--- config.mk ---
export PLATFORM = sky130hd
export DESIGN_NAME = rtcapt_top
export DESIGN_NICKNAME = d
export VERILOG_FILES = /design/src/rtcapt_pkg.sv /design/src/rtcapt_top.sv
export SDC_FILE = /design/constraint.sdc
export NUM_CORES = 1
export LEC_CHECK = 0
export BUFFER_PORTS_ARGS = -buffer_cell sky130_fd_sc_hd__buf_2
export CAP_MARGIN = 15
export CORE_MARGIN = 2
export CORE_UTILIZATION = 63
export CTS_CLUSTER_SIZE = 40
export DETAILED_ROUTE_END_ITERATION = 8
export PLACE_DENSITY = 0.86
export SETUP_SLACK_MARGIN = 0.4
export SYNTH_ARGS = -nofsm -noshare
export SYNTH_HDL_FRONTEND = slang
export SYNTH_SLANG_ARGS = --single-unit
--- constraint.sdc ---
create_clock -name mclk_i -period 5.3 [get_ports mclk_i]
set_clock_uncertainty 0.15 [all_clocks]
set_input_delay 1.06 -clock mclk_i [delete_from_list [all_inputs] [get_ports mclk_i]]
set_output_delay 1.06 -clock mclk_i [all_outputs]
set_load 0.005 [all_outputs]
--- src/rtcapt_pkg.sv ---
//------------------------------------------------------------
// Function
//------------------------------------------------------------
package rtcapt_pkg;
  localparam logic [11:0] OFF_CTRL = 12'h000;
  localparam logic [11:0] OFF_DIV = 12'h004;
  localparam logic [11:0] OFF_PWC = 12'h008;
  localparam logic [11:0] OFF_STAT = 12'h00C;
  localparam logic [11:0] OFF_TSTL = 12'h010;
  localparam logic [11:0] OFF_TSTH = 12'h014;
  localparam logic [11:0] OFF_TSDL = 12'h018;
  localparam logic [11:0] OFF_TSDH = 12'h01C;
  localparam logic [11:0] OFF_ALT = 12'h020;
  localparam logic [11:0] OFF_ALD = 12'h024;
  // Register field positions, codes, reset values and masks
  localparam int CTL_CAL_EN = 0;
  localparam int CTL_STAMP_EN = 1;
  localparam int CTL_ALM_EN = 2;
  localparam int CTL_ENDLESS_REPEAT = 3;
  localparam int CTL_PWC_EN = 4;
  localparam int CTL_PWC_POL = 5;
  localparam int CTL_OE = 6;
  localparam int CTL_MASK_LSB = 8;
  localparam int CTL_RPT_LSB = 16;
  localparam int CTL_SRC_LSB = 24;
  localparam int CTL_PS_LSB = 28;
  localparam int STAT_EVT = 3;
  localparam logic [2:0] SRC_PWC = 3'h3;
  localparam logic [31:0] CTRL_RST = 32'h0000_0000;
  localparam logic [20:0] PRESC_RST = 21'h0F_FFE0;
  localparam logic [15:0] PWC_RST = 16'h0000;
  localparam logic [15:0] DATEL_MASK = 16'h3F07;
  localparam logic [15:0] DATEH_MASK = 16'hFF1F;
  localparam logic [15:0] TIMEL_MASK = 16'h7F00;
  localparam logic [15:0] TIMEH_MASK = 16'h3F7F;
  localparam logic [7:0] WIN_OFF = 8'h00;
  localparam logic [7:0] WIN_HOLD = 8'hFF;

  // Calendar digits for capture and compare
  typedef struct packed {
    logic [15:0] time_h;
    logic [15:0] time_l;
    logic [15:0] date_h;
    logic [15:0] date_l;
  } rtcapt_cal_t;

  typedef enum logic [1:0] {
    PW_IDLE = 2'b00,
    PW_STAB = 2'b01,
    PW_SAMP = 2'b10
  } rtcapt_pw_t;
endpackage

--- src/rtcapt_top.sv ---
`timescale 1ns/1ps
module rtcapt_top (
  input wire logic mclk_i,                    // Clock, 10 MHz
  input wire logic rst_n_i,                   // Async reset, low
  input wire logic por_n_i,                   // Power-on reset, low
  input wire logic psel_i,                    // APB select
  input wire logic penable_i,                 // APB enable
  input wire logic pwrite_i,                  // APB write
  input wire logic [11:0] paddr_i,            // APB address
  input wire logic [31:0] pwdata_i,           // APB write data
  output logic [31:0] prdata_o,               // APB read data
  output logic pready_o,                      // APB ready
  output logic pslverr_o,                     // APB error
  input wire logic half_sec_i,                // Half-second strobe
  input wire rtcapt_pkg::rtcapt_cal_t cal_i,  // Live calendar
  input wire logic tamper_input_n_i,          // Tamper input, low
  output logic sec_tick_o,                    // One-second tick
  output logic alarm_irq_o,                   // Alarm pulse
  output logic stamp_irq_o,                   // Stamp pulse
  output logic pin_o,                         // Clock pin level
  output logic pin_oe_o,                      // Clock pin enable
  output logic power_control_o,               // Power control
  output logic sample_gate_o                  // Sample gate
);
  //----------------------------------------
  // Registers
  //----------------------------------------
  logic [31:0] ctrl_ff, nxt_ctrl;
  logic [20:0] presc_ff, nxt_presc;
  logic [15:0] pwc_ff, nxt_pwc;
  logic [31:0] alt_ff, nxt_alt, ald_ff, nxt_ald;
  logic evt_ff, nxt_evt;
  logic [20:0] pcnt_ff, nxt_pcnt;
  logic tamp_ff, nxt_tamp;
  logic [7:0] pdiv_ff, nxt_pdiv;
  logic [7:0] wcnt_ff, nxt_wcnt;
  rtcapt_pkg::rtcapt_pw_t pw_ff, nxt_pw;
  rtcapt_pkg::rtcapt_cal_t ts_ff, nxt_ts;
  logic wr, rd, hit, cap;
  logic alm_match, alm_fire, pclk_en, stab_hold, pw_on;

  assign wr = psel_i & penable_i & pwrite_i;
  assign rd = psel_i & ~pwrite_i;
  assign pready_o = 1'b1;

  // Address decode
  always_comb begin
    hit = 1'b1;
    case (paddr_i)
      rtcapt_pkg::OFF_CTRL, rtcapt_pkg::OFF_DIV, rtcapt_pkg::OFF_PWC,
      rtcapt_pkg::OFF_STAT, rtcapt_pkg::OFF_TSTL, rtcapt_pkg::OFF_TSTH,
      rtcapt_pkg::OFF_TSDL, rtcapt_pkg::OFF_TSDH, rtcapt_pkg::OFF_ALT,
      rtcapt_pkg::OFF_ALD: hit = 1'b1;
      default: hit = 1'b0;
    endcase
  end
  assign pslverr_o = psel_i & penable_i & ~hit;

  // Read mux
  always_comb begin
    prdata_o = 32'h0000_0000;
    if (rd) begin
      case (paddr_i)
        rtcapt_pkg::OFF_CTRL: prdata_o = ctrl_ff;
        rtcapt_pkg::OFF_DIV: prdata_o = {11'h000, presc_ff};
        rtcapt_pkg::OFF_PWC: prdata_o = {16'h0000, pwc_ff};
        rtcapt_pkg::OFF_STAT: prdata_o = {28'h0000000, evt_ff, 3'h0};
        rtcapt_pkg::OFF_TSTL: prdata_o = {16'h0000, ts_ff.time_l};
        rtcapt_pkg::OFF_TSTH: prdata_o = {16'h0000, ts_ff.time_h};
        rtcapt_pkg::OFF_TSDL: prdata_o = {16'h0000, ts_ff.date_l};
        rtcapt_pkg::OFF_TSDH: prdata_o = {16'h0000, ts_ff.date_h};
        rtcapt_pkg::OFF_ALT: prdata_o = alt_ff;
        rtcapt_pkg::OFF_ALD: prdata_o = ald_ff;
        default: prdata_o = 32'h0000_0000;
      endcase
    end
  end

  //----------------------------------------
  // Prescaler tick
  //----------------------------------------
  // Up count of joined divider; larger value, slower tick
  always_comb begin
    nxt_presc = presc_ff;
    if (wr && paddr_i == rtcapt_pkg::OFF_DIV) nxt_presc = pwdata_i[20:0];
    nxt_pcnt = pcnt_ff;
    sec_tick_o = 1'b0;
    if (ctrl_ff[rtcapt_pkg::CTL_CAL_EN]) begin
      if (pcnt_ff >= presc_ff) begin
        nxt_pcnt = 21'h00_0000;
        sec_tick_o = 1'b1;
      end else begin
        nxt_pcnt = pcnt_ff + 21'h00_0001;
      end
    end
  end

  //----------------------------------------
  // Alarm
  //----------------------------------------
  // Compare digits chosen by the interval mask
  always_comb begin
    logic [3:0] m;
    m = ctrl_ff[rtcapt_pkg::CTL_MASK_LSB +: 4];
    alm_match = 1'b1;
    if (m >= 4'h2 && alt_ff[11:8] != cal_i.time_l[11:8]) alm_match = 1'b0;
    if (m >= 4'h3 && alt_ff[14:12] != cal_i.time_l[14:12]) alm_match = 1'b0;
    if (m >= 4'h4 && alt_ff[19:16] != cal_i.time_h[3:0]) alm_match = 1'b0;
    if (m >= 4'h5 && alt_ff[22:20] != cal_i.time_h[6:4]) alm_match = 1'b0;
    if (m >= 4'h6 && alt_ff[29:24] != cal_i.time_h[13:8]) alm_match = 1'b0;
    if (m == 4'h7 && ald_ff[2:0] != cal_i.date_l[2:0]) alm_match = 1'b0;
    if (m >= 4'h8 && m <= 4'h9 && ald_ff[13:8] != cal_i.date_l[13:8]) alm_match = 1'b0;
    if (m == 4'h9 && ald_ff[20:16] != cal_i.date_h[4:0]) alm_match = 1'b0;
    if (m > 4'h9) alm_match = 1'b0;
  end
  // Mask 0 fires every half second, masks 1 to 9 on second boundary, 10 to 15 never
  assign alm_fire = ctrl_ff[rtcapt_pkg::CTL_ALM_EN] & alm_match &
    (ctrl_ff[rtcapt_pkg::CTL_MASK_LSB +: 4] == 4'h0 ? half_sec_i : sec_tick_o);
  assign alarm_irq_o = alm_fire;

  // Control writes and repeat counting
  always_comb begin
    nxt_ctrl = ctrl_ff;
    nxt_pwc = pwc_ff;
    nxt_alt = alt_ff;
    nxt_ald = ald_ff;
    if (wr && paddr_i == rtcapt_pkg::OFF_CTRL) nxt_ctrl = pwdata_i;
    if (wr && paddr_i == rtcapt_pkg::OFF_PWC) nxt_pwc = pwdata_i[15:0];
    if (wr && paddr_i == rtcapt_pkg::OFF_ALT) nxt_alt = pwdata_i;
    if (wr && paddr_i == rtcapt_pkg::OFF_ALD) nxt_ald = pwdata_i;
    if (alm_fire) begin
      if (ctrl_ff[rtcapt_pkg::CTL_RPT_LSB +: 8] != 8'h00) begin
        nxt_ctrl[rtcapt_pkg::CTL_RPT_LSB +: 8] = ctrl_ff[rtcapt_pkg::CTL_RPT_LSB +: 8] - 8'h01;
      end else if (ctrl_ff[rtcapt_pkg::CTL_ENDLESS_REPEAT]) begin
        nxt_ctrl[rtcapt_pkg::CTL_RPT_LSB +: 8] = 8'hFF;
      end else begin
        nxt_ctrl[rtcapt_pkg::CTL_ALM_EN] = 1'b0;
      end
    end
  end

  //----------------------------------------
  // Power control
  //----------------------------------------
  // Power clock enable from prescaler
  always_comb begin
    nxt_pdiv = pdiv_ff + 8'h01;
    // Restart divider at cycle start so windows span whole power clocks
    if (pw_ff == rtcapt_pkg::PW_IDLE && alm_fire && ctrl_ff[rtcapt_pkg::CTL_PWC_EN])
      nxt_pdiv = 8'h00;
    case (ctrl_ff[rtcapt_pkg::CTL_PS_LSB +: 2])
      2'b00: pclk_en = 1'b1;
      2'b01: pclk_en = pdiv_ff[3:0] == 4'hF;
      2'b10: pclk_en = pdiv_ff[5:0] == 6'h3F;
      default: pclk_en = pdiv_ff == 8'hFF;
    endcase
  end

  // Cycle starts on an alarm while idle; windows count power clocks
  always_comb begin
    nxt_pw = pw_ff;
    nxt_wcnt = wcnt_ff;
    case (pw_ff)
      rtcapt_pkg::PW_IDLE: begin
        if (alm_fire && ctrl_ff[rtcapt_pkg::CTL_PWC_EN]) begin
          nxt_wcnt = 8'h00;
          nxt_pw = (pwc_ff[7:0] == rtcapt_pkg::WIN_OFF) ? rtcapt_pkg::PW_SAMP
            : rtcapt_pkg::PW_STAB;
        end
      end
      rtcapt_pkg::PW_STAB: begin
        if (pclk_en) nxt_wcnt = wcnt_ff + 8'h01;
        if (pclk_en && wcnt_ff + 8'h01 >= pwc_ff[7:0]) begin
          nxt_wcnt = 8'h00;
          nxt_pw = rtcapt_pkg::PW_SAMP;
        end
      end
      rtcapt_pkg::PW_SAMP: begin
        if (pclk_en) nxt_wcnt = wcnt_ff + 8'h01;
        if (pwc_ff[15:8] == rtcapt_pkg::WIN_OFF ||
            (pclk_en && wcnt_ff + 8'h01 >= pwc_ff[15:8])) begin
          nxt_pw = rtcapt_pkg::PW_IDLE;
        end
      end
      default: nxt_pw = rtcapt_pkg::PW_IDLE;
    endcase
    if (!ctrl_ff[rtcapt_pkg::CTL_PWC_EN]) nxt_pw = rtcapt_pkg::PW_IDLE;
  end
  assign stab_hold = pwc_ff[7:0] == rtcapt_pkg::WIN_HOLD;
  assign pw_on = (pw_ff != rtcapt_pkg::PW_IDLE) | stab_hold;
  assign power_control_o = pw_on ^ ~ctrl_ff[rtcapt_pkg::CTL_PWC_POL];
  assign sample_gate_o = (pw_ff == rtcapt_pkg::PW_SAMP);
  assign pin_oe_o = ctrl_ff[rtcapt_pkg::CTL_OE];
  assign pin_o = (ctrl_ff[rtcapt_pkg::CTL_SRC_LSB +: 3] == rtcapt_pkg::SRC_PWC)
    ? power_control_o : alarm_irq_o;

  //----------------------------------------
  // Timestamp
  //----------------------------------------
  // Capture on tamper fall or software request, blocked by flag
  always_comb begin
    logic sw_req;
    sw_req = wr && paddr_i == rtcapt_pkg::OFF_STAT && pwdata_i[rtcapt_pkg::STAT_EVT];
    nxt_tamp = tamper_input_n_i;
    cap = ctrl_ff[rtcapt_pkg::CTL_STAMP_EN] & ~evt_ff &
      ((tamp_ff & ~tamper_input_n_i) | sw_req);
    nxt_evt = evt_ff;
    if (wr && paddr_i == rtcapt_pkg::OFF_STAT && !pwdata_i[rtcapt_pkg::STAT_EVT])
      nxt_evt = 1'b0;
    if (cap) nxt_evt = 1'b1; // Set wins over clear
    nxt_ts = ts_ff;
    if (wr && paddr_i == rtcapt_pkg::OFF_TSTL) nxt_ts.time_l = pwdata_i[15:0] & rtcapt_pkg::TIMEL_MASK;
    if (wr && paddr_i == rtcapt_pkg::OFF_TSTH) nxt_ts.time_h = pwdata_i[15:0] & rtcapt_pkg::TIMEH_MASK;
    if (wr && paddr_i == rtcapt_pkg::OFF_TSDL) nxt_ts.date_l = pwdata_i[15:0] & rtcapt_pkg::DATEL_MASK;
    if (wr && paddr_i == rtcapt_pkg::OFF_TSDH) nxt_ts.date_h = pwdata_i[15:0] & rtcapt_pkg::DATEH_MASK;
    if (cap) begin
      nxt_ts.time_l = cal_i.time_l & rtcapt_pkg::TIMEL_MASK;
      nxt_ts.time_h = cal_i.time_h & rtcapt_pkg::TIMEH_MASK;
      nxt_ts.date_l = cal_i.date_l & rtcapt_pkg::DATEL_MASK;
      nxt_ts.date_h = cal_i.date_h & rtcapt_pkg::DATEH_MASK;
    end
  end
  assign stamp_irq_o = cap;

  // Stamp storage: cleared only by power-on reset
  always_ff @(posedge mclk_i or negedge por_n_i) begin
    if (!por_n_i) ts_ff <= '0;
    else ts_ff <= nxt_ts;
  end

  // State registers
  always_ff @(posedge mclk_i or negedge rst_n_i) begin
    if (!rst_n_i) begin
      ctrl_ff <= rtcapt_pkg::CTRL_RST;
      presc_ff <= rtcapt_pkg::PRESC_RST;
      pwc_ff <= rtcapt_pkg::PWC_RST;
      alt_ff <= 32'h0000_0000;
      ald_ff <= 32'h0000_0000;
      evt_ff <= 1'b0;
      pcnt_ff <= 21'h00_0000;
      tamp_ff <= 1'b1;
      pdiv_ff <= 8'h00;
      wcnt_ff <= 8'h00;
      pw_ff <= rtcapt_pkg::PW_IDLE;
    end else begin
      ctrl_ff <= nxt_ctrl;
      presc_ff <= nxt_presc;
      pwc_ff <= nxt_pwc;
      alt_ff <= nxt_alt;
      ald_ff <= nxt_ald;
      evt_ff <= nxt_evt;
      pcnt_ff <= nxt_pcnt;
      tamp_ff <= nxt_tamp;
      pdiv_ff <= nxt_pdiv;
      wcnt_ff <= nxt_wcnt;
      pw_ff <= nxt_pw;
    end
  end

  //----------------------------------------
  // Assertions
  //----------------------------------------
  AST_DISABLE_LAST: assert property (@(posedge mclk_i) disable iff (!rst_n_i)
    alm_fire && ctrl_ff[23:16] == 8'h00 && !ctrl_ff[3] |=> !ctrl_ff[2])
    else $error("alarm not disabled after last");
  AST_DECR: assert property (@(posedge mclk_i) disable iff (!rst_n_i)
    alm_fire && ctrl_ff[23:16] != 8'h00 && !wr |=> ctrl_ff[23:16] == $past(ctrl_ff[23:16]) - 8'h01)
    else $error("repeat count not decremented");
  AST_WRAP: assert property (@(posedge mclk_i) disable iff (!rst_n_i)
    alm_fire && ctrl_ff[23:16] == 8'h00 && ctrl_ff[3] && !wr |=> ctrl_ff[23:16] == 8'hFF && ctrl_ff[2])
    else $error("endless repeat did not wrap");
  AST_BLOCK: assert property (@(posedge mclk_i) disable iff (!rst_n_i)
    evt_ff |-> !cap)
    else $error("capture while flag set");
  AST_FLAG: assert property (@(posedge mclk_i) disable iff (!rst_n_i)
    cap |=> evt_ff && ts_ff.date_l == ($past(cal_i.date_l) & 16'h3F07))
    else $error("capture did not flag");
  AST_GATE: assert property (@(posedge mclk_i) disable iff (!rst_n_i)
    sample_gate_o |-> pw_on)
    else $error("sample gate without power");
  AST_POL: assert property (@(posedge mclk_i) disable iff (!rst_n_i)
    power_control_o == (pw_on == ctrl_ff[5]))
    else $error("power polarity wrong");
  AST_HOLD: assert property (@(posedge mclk_i) disable iff (!rst_n_i)
    pwc_ff[7:0] == 8'hFF && ctrl_ff[5] |-> power_control_o)
    else $error("stability hold lost");
  COV_ALARM: cover property (@(posedge mclk_i) alm_fire);
  COV_CAP: cover property (@(posedge mclk_i) cap);
  COV_SAMP: cover property (@(posedge mclk_i) sample_gate_o);
endmodule // rtcapt_top

==> out/qor.txt, run 1 <==
LEAKAGE: 6.48 nW
Post-synthesis cell type count: 73
GR peak layer: met2
Final Util: 73.0%
GP Congestion: 0.924
RSZ-0062 raised after global routing: no
Ys flop type: dfrtp_1
HPWL Detailed: 24,300 µm
Total power: 3.60 mW
Share of layout cells above drive strength 1: 25.1%
Top Ports: 157
MaxCap Viol Count: 0
CP Max Fanout: 10
Core region area: 18,600 µm²
Slew margin rel.: 21.9%
Final hold vios: 0
#FFs+latches synth: 216
Seq/Total Area, Yosys: 45.4%
Worst Hold Class: flip-flop to flip-flop
Starting Density: 64.1%
Buffers added on ports: 133
Cell Pwr Density: 265 nW/µm²
Async S/R FF share, synth: 100%
Area growth, synth to finish: 13.8%
Placed Instances: 1,498
All-layer global routing usage: 35.6%
Final number of setup-violating endpoints: 0
Worst Path Arrival: 3.54 ns
Post-DRT Antenna Nets: 0
CTS Sinks: 216
Vias in the first global route: 10,400
DR WL/cell: 23.2 µm
Flop-to-flop setup slack: 1.57 ns
Yosys Warn Count: 0
Non-filler instance count after layout: 1,542
Slew @ Worst Pin: 1.17 ns
Fmax: 211 MHz
Worst Hold Depth: 1
Met3 Use GR: 8.07%
Synthesized instance count: 1,177
Post-synth top cells: dfrtp_1 (200), nand2_1 (171), mux2_2 (93)
Global-route wire length before repair: 55,400 µm
Final period utilization: 89.5%
Hold path endpoint: pdiv_ff[0]
Clk_lat worst skew: 0.54 ns
Crit path required time: 4.09 ns
Met2 GRT Util: 55.4%
Area fraction of the dominant cell type after synthesis: 41.9%
Root buf cell: clkbuf_16
Met1 GRT Util: 46.5%
Max Root-Sink Buffers: 3
Tmin final: 4.75 ns
Hold wc startpoint: pdiv_ff[0]
Initial detailed-routing violation count: 1,418
Reg-to-Reg End: wcnt_ff[4]
Status: finished, final reports clean
Final WL: 35,700 µm
Synthesized cell area: 12,000 µm²
Setup crit start: presc_ff[16]
Count leader, synth: dfrtp_1
H-Tree Depth: 1
DRC: 0
Post-synth EDFFs: 0
Post-CTS setup buffers: 0
Syn Nets: 1,339
Largest net degree at the start of global routing: 105
VDD IR-drop max: 0.000350 V
Die ar.: 20,100 µm²
Area leader, netlist: dfrtp_1
Die width: 142 µm
R2r startpoint: wcnt_ff[0]
Mean Syn Cell Area: 10.2 µm²
Final nets: 1,452
Initial antenna violation count: 0
DIE HEIGHT: 142 µm
CP endpoint kind: primary output
TritonCTS Buffers: 24
Worst reg-to-reg path cell count: 12
Row count: 50
Diode count: 0
Drt first pass iters: 6
Largest cells by area after synthesis: dfrtp_1 (42%), mux2_2 (8.8%), nand2_1 (5.4%), ha_1 (4.8%), mux2i_1 (3.9%)
Vias per inst: 6.66
Total grt overflow: 0
Setup Total Neg Slack: 0 ns
TritonCTS clock tree: done
Pins Over Slew Limit: 0
CP Class: flip-flop to primary output
DR vias: 10,300
CP Launch Type: flip-flop
Clock transition at the registers of the reported paths: 0.06 ns
## area by class of cell
| cell class | instances | area [µm²] |
|---|---|---|
| Fill cell | 1246 | 5040 |
| Clock buffer | 34 | 668 |
| Multi-Input combinational cell | 846 | 6080 |
| Tap cell | 234 | 293 |
| Timing Repair Buffer | 154 | 830 |
| Inverter | 48 | 180 |
| Sequential cell | 216 | 5430 |
| Clock inverter | 10 | 121 |
## flip-flops by register name, summed over array words and instances (netlist names)
signal    count
tamp_ff       1
pcnt_ff      21
pwc_ff       16
presc_ff     21
wcnt_ff       8
ctrl_ff      32
alt_ff       32
pdiv_ff       8
evt_ff        1
pw_ff         2
ald_ff       32
ts_ff        42
## critical path: stages (launching register included)
cell,delay [ns]
dfstp_2,0.55
inv_1,0.05
ha_1,0.32
a211oi_1,0.23
o21ai_0,0.12
a311oi_1,0.58
nand2_1,0.38
o21ai_4,0.46
o21ai_0,0.17
buf_2,0.15
## cell usage in the layout, fill, tap and decap left out, types with 10 or more instances in the layout
cell,Yosys,final
a21oi_1,21,21
mux2_2,93,93
dfrtp_1,200,200
mux2i_1,46,46
clkbuf_16,0,24
xnor2_1,43,43
and3_1,13,13
o21ai_0,44,44
a222oi_1,32,32
a22oi_1,18,18
buf_2,27,132
nor2_1,64,64
buf_4,7,21
a31oi_1,21,21
nand2_1,171,171
nand4_1,12,12
dfstp_2,16,16
o21ai_1,42,42
a21o_1,10,10
inv_1,48,48
a22o_1,10,10
nand3_1,26,26
ha_1,46,46
xor2_1,22,22
## through the flow
step           hold WS [ns]  setup slack (ns)  instance area (µm²)
6_report              0.304             0.554                13600
5_1_grt               0.326             0.457                13600
3_5_place_dp          0.300             0.525                12800
2_1_floorplan         0.283              1.25                12000
4_1_cts               0.308             0.505                13600
3_3_place_gp          0.295             0.680                12800
## timing repair
action,in CTS,in global routing
resized for setup,0,1
hold buffers,0,0
setup endpoints to repair,0,2
## cells by family after synthesis
family | Yosys count | synth area share (%)
and+or+nand+nor | 345 | 13.5
AOI/OAI and AO/OA | 248 | 14.6
DFF | 216 | 45.4
muxes | 141 | 12.8
buffers and inverters | 115 | 4.12
xor gates and xnor gates | 65 | 4.76
adders and majority gates | 46 | 4.81
other | 1 | 0.0314
## layer usage
metal / vias to the layer above / part of all wire (%)
met2: 683 / 45
met3: 149 / 12
li1: 4467 / -
met4: 0 / 5.6
met5: - / 0
met1: 4964 / 38
## worst max path at each step
stage | to | cells past startpoint
after detailed placement | prdata_o[6] | 9
after floorplan | prdata_o[14] | 7
after global routing | prdata_o[1] | 9
after CTS | pin_o | 9
after global placement | prdata_o[6] | 9
final | pin_o | 9
## report_power, final
group	total [mW]	switching, mW	internal, mW	leakage (nW)
clock	1.69	0.704	0.983	0.390
combinational	0.220	0.144	0.0759	3.23
sequential	1.70	0.0219	1.67	2.86
total	3.60	0.870	2.73	6.48
Note: power is estimated with default switching activity, not from simulation.
==> run 2: changes to the inputs <==
--- a/constraint.sdc
+++ b/constraint.sdc
@@ -4,2 +4,2 @@
 set_output_delay 1.06 -clock mclk_i [all_outputs]
-set_load 0.005 [all_outputs]
+set_load 0.1 [all_outputs]
==> run 2 against run 1 <==
Compared with the run above: wire length is 0.44% higher; fmax decreased by 0.92%; flip-flop and latch count unchanged; setup slack worse by 0.044 ns; core utilization grew 2.2 points.
==> out/qor.txt, run 2 (synthesis results as in run 1) <==
Status: finished, final reports clean
Power Internal: 2.68 mW
Clk_lat worst skew: 0.52 ns
Tmin final: 4.79 ns
Final hold vios: 0
H-Tree Depth: 1
Root buf cell: clkbuf_16
Fmax: 209 MHz
CP Class: flip-flop to primary output
All-layer global routing usage: 36.2%
Top Ports: 157
Pins Over Slew Limit: 0
Max Root-Sink Buffers: 3
Reg-to-Reg End: wcnt_ff[0]
Starting Density: 64.1%
CP max stage delay: 0.55 ns
TritonCTS Buffers: 23
Slew margin rel.: 25.5%
Setup ws final: 0.510 ns
Sw Pwr: 0.857 mW
Comb pwr share: 7.2%
DIE HEIGHT: 142 µm
RSZ-0062 raised after global routing: yes
CP endpoint kind: primary output
DR vias: 10,200
CTS Sinks: 216
Max FFs per register: 42
Final number of setup-violating endpoints: 0
Buf+Inv Stages, Crit Path: 2
Share of layout cells above drive strength 1: 27.2%
Drt first pass iters: 9
Worst Path Arrival: 3.58 ns
Vias in the first global route: 10,300
Biggest register: ts_ff
CP top delay family: simple AND/OR/NAND/NOR gates
Hold WS: 0.315 ns
Sequential share of power: 47.9%
Die width: 142 µm
Global-route wire length before repair: 56,100 µm
DRC: 0
Critical-path cell list: inv_1 -> ha_1 -> and3_1 -> nand4_1 -> nor4_1 -> a221oi_1 -> nand2_1 -> and2_2 -> buf_2
CP Launch Type: flip-flop
R2r startpoint: wcnt_ff[0]
Setup Total Neg Slack: 0 ns
Final WL: 35,900 µm
Most common cell after layout, fill and taps aside: dfrtp_1
Buffers added on ports: 133
Total grt overflow: 0
Vias per inst: 6.62
Final period utilization: 90.4%
Area growth, synth to finish: 17.2%
Worst Hold Depth: 1
Initial detailed-routing violation count: 1,197
Core region area: 18,600 µm²
Final nets: 1,453
Hold buffer count at cts: 0
DR WL/cell: 23.3 µm
Post-DRT Antenna Nets: 0
Largest net degree at the start of global routing: 103
MaxCap Viol Count: 0
Cell Pwr Density: 253 nW/µm²
Crit path max-delay cell type: dfstp_2
Die ar.: 20,100 µm²
VDD IR-drop max: 0.000230 V
Flop-to-flop setup slack: 1.51 ns
Setup WS pre-CTS: 0.651 ns
Total power: 3.54 mW
Clock Power Share: 44.9%
Hold wc startpoint: pdiv_ff[0]
Hold path endpoint: pdiv_ff[0]
CP Max Fanout: 17
Sw Ratio: 24.2%
TritonCTS clock tree: done
HPWL Detailed: 24,600 µm
LEAKAGE: 6.51 nW
Clock transition at the registers of the reported paths: 0.06 ns
Initial antenna violation count: 0
Worst Hold Class: flip-flop to flip-flop
Row count: 50
Most frequent cells in the layout: dfrtp_1 (200), nand2_1 (171), buf_2 (112)
Diode count: 0
Slew @ Worst Pin: 1.12 ns
Crit path required time: 4.09 ns
GP Congestion: 0.950
Worst reg-to-reg path cell count: 12
[run 2: timing repair]
item | 4_1_cts | 5_1_grt
gates resized for setup | 1 | 1
buffers inserted | 0 | 0
setup endpoints to repair | 1 | 2
endpoints found under the hold margin | 0 | 0
[run 2: power by group through the flow]
stage | sequential, mW | combinational (mW) | clock, mW
after floorplan | 1.72 | 0.126 | 0
after global placement | 1.72 | 0.241 | 0
after detailed placement | 1.72 | 0.247 | 0
after CTS | 1.70 | 0.251 | 1.59
after global routing | 1.70 | 0.273 | 1.67
final | 1.70 | 0.255 | 1.59
[run 2: worst reg2reg max path, cell delays in order (launching register included)]
cell and delay, ns:
dfrtp_1 0.44, ha_1 0.26, and3_1 0.26, xor2_1 0.30, ha_1 0.31, a21o_1 0.18
a211o_1 0.29, a41oi_1 0.17, o21bai_1 0.10, a21boi_0 0.53, o211a_1 0.31, and2_1 0.25
mux2_2 0.18
[run 2: worst max path at each step]
| stage | from | slack, ns | end | depth (start not counted) |
|---|---|---|---|---|
| after floorplan | cal_i[45] | 0.40 | pin_o | 6 |
| after global placement | paddr_i[2] | 0.70 | prdata_o[25] | 8 |
| after detailed placement | paddr_i[2] | 0.65 | prdata_o[25] | 8 |
| after CTS | presc_ff[14] | 0.46 | alarm_irq_o | 10 |
| after global routing | presc_ff[14] | 0.40 | sec_tick_o | 9 |
| final | presc_ff[14] | 0.51 | sec_tick_o | 9 |
[run 2: area by class of cell]
cell class	instances	area, µm²
multi-input combinational	846	6220
sequential	216	5430
fill	1209	4630
timing repair buffer	156	1170
clock buffer	37	648
tap	234	293
inverter	48	180
clock inverter	5	78.8
[run 2: metal layers]
layer / routed length [µm] / part of all wire, % / vias up / track usage [%]
met5: 0 / 0 / - / 0
met4: 1820 / 5.1 / 0 / 17.3
met3: 4500 / 13 / 131 / 10.8
met2: 16100 / 45 / 671 / 56.8
met1: 13400 / 37 / 4925 / 46.4
li1: - / - / 4480 / -
[run 2: through the flow]
stage,instance area (µm²),utilization (%),cells
floorplan,12100,-,1177
global placement,13300,71.2,1500
detailed placement,13300,71.2,1500
CTS,14000,75.1,1542
global route,14000,75.2,1542
finish,14000,75.2,1542
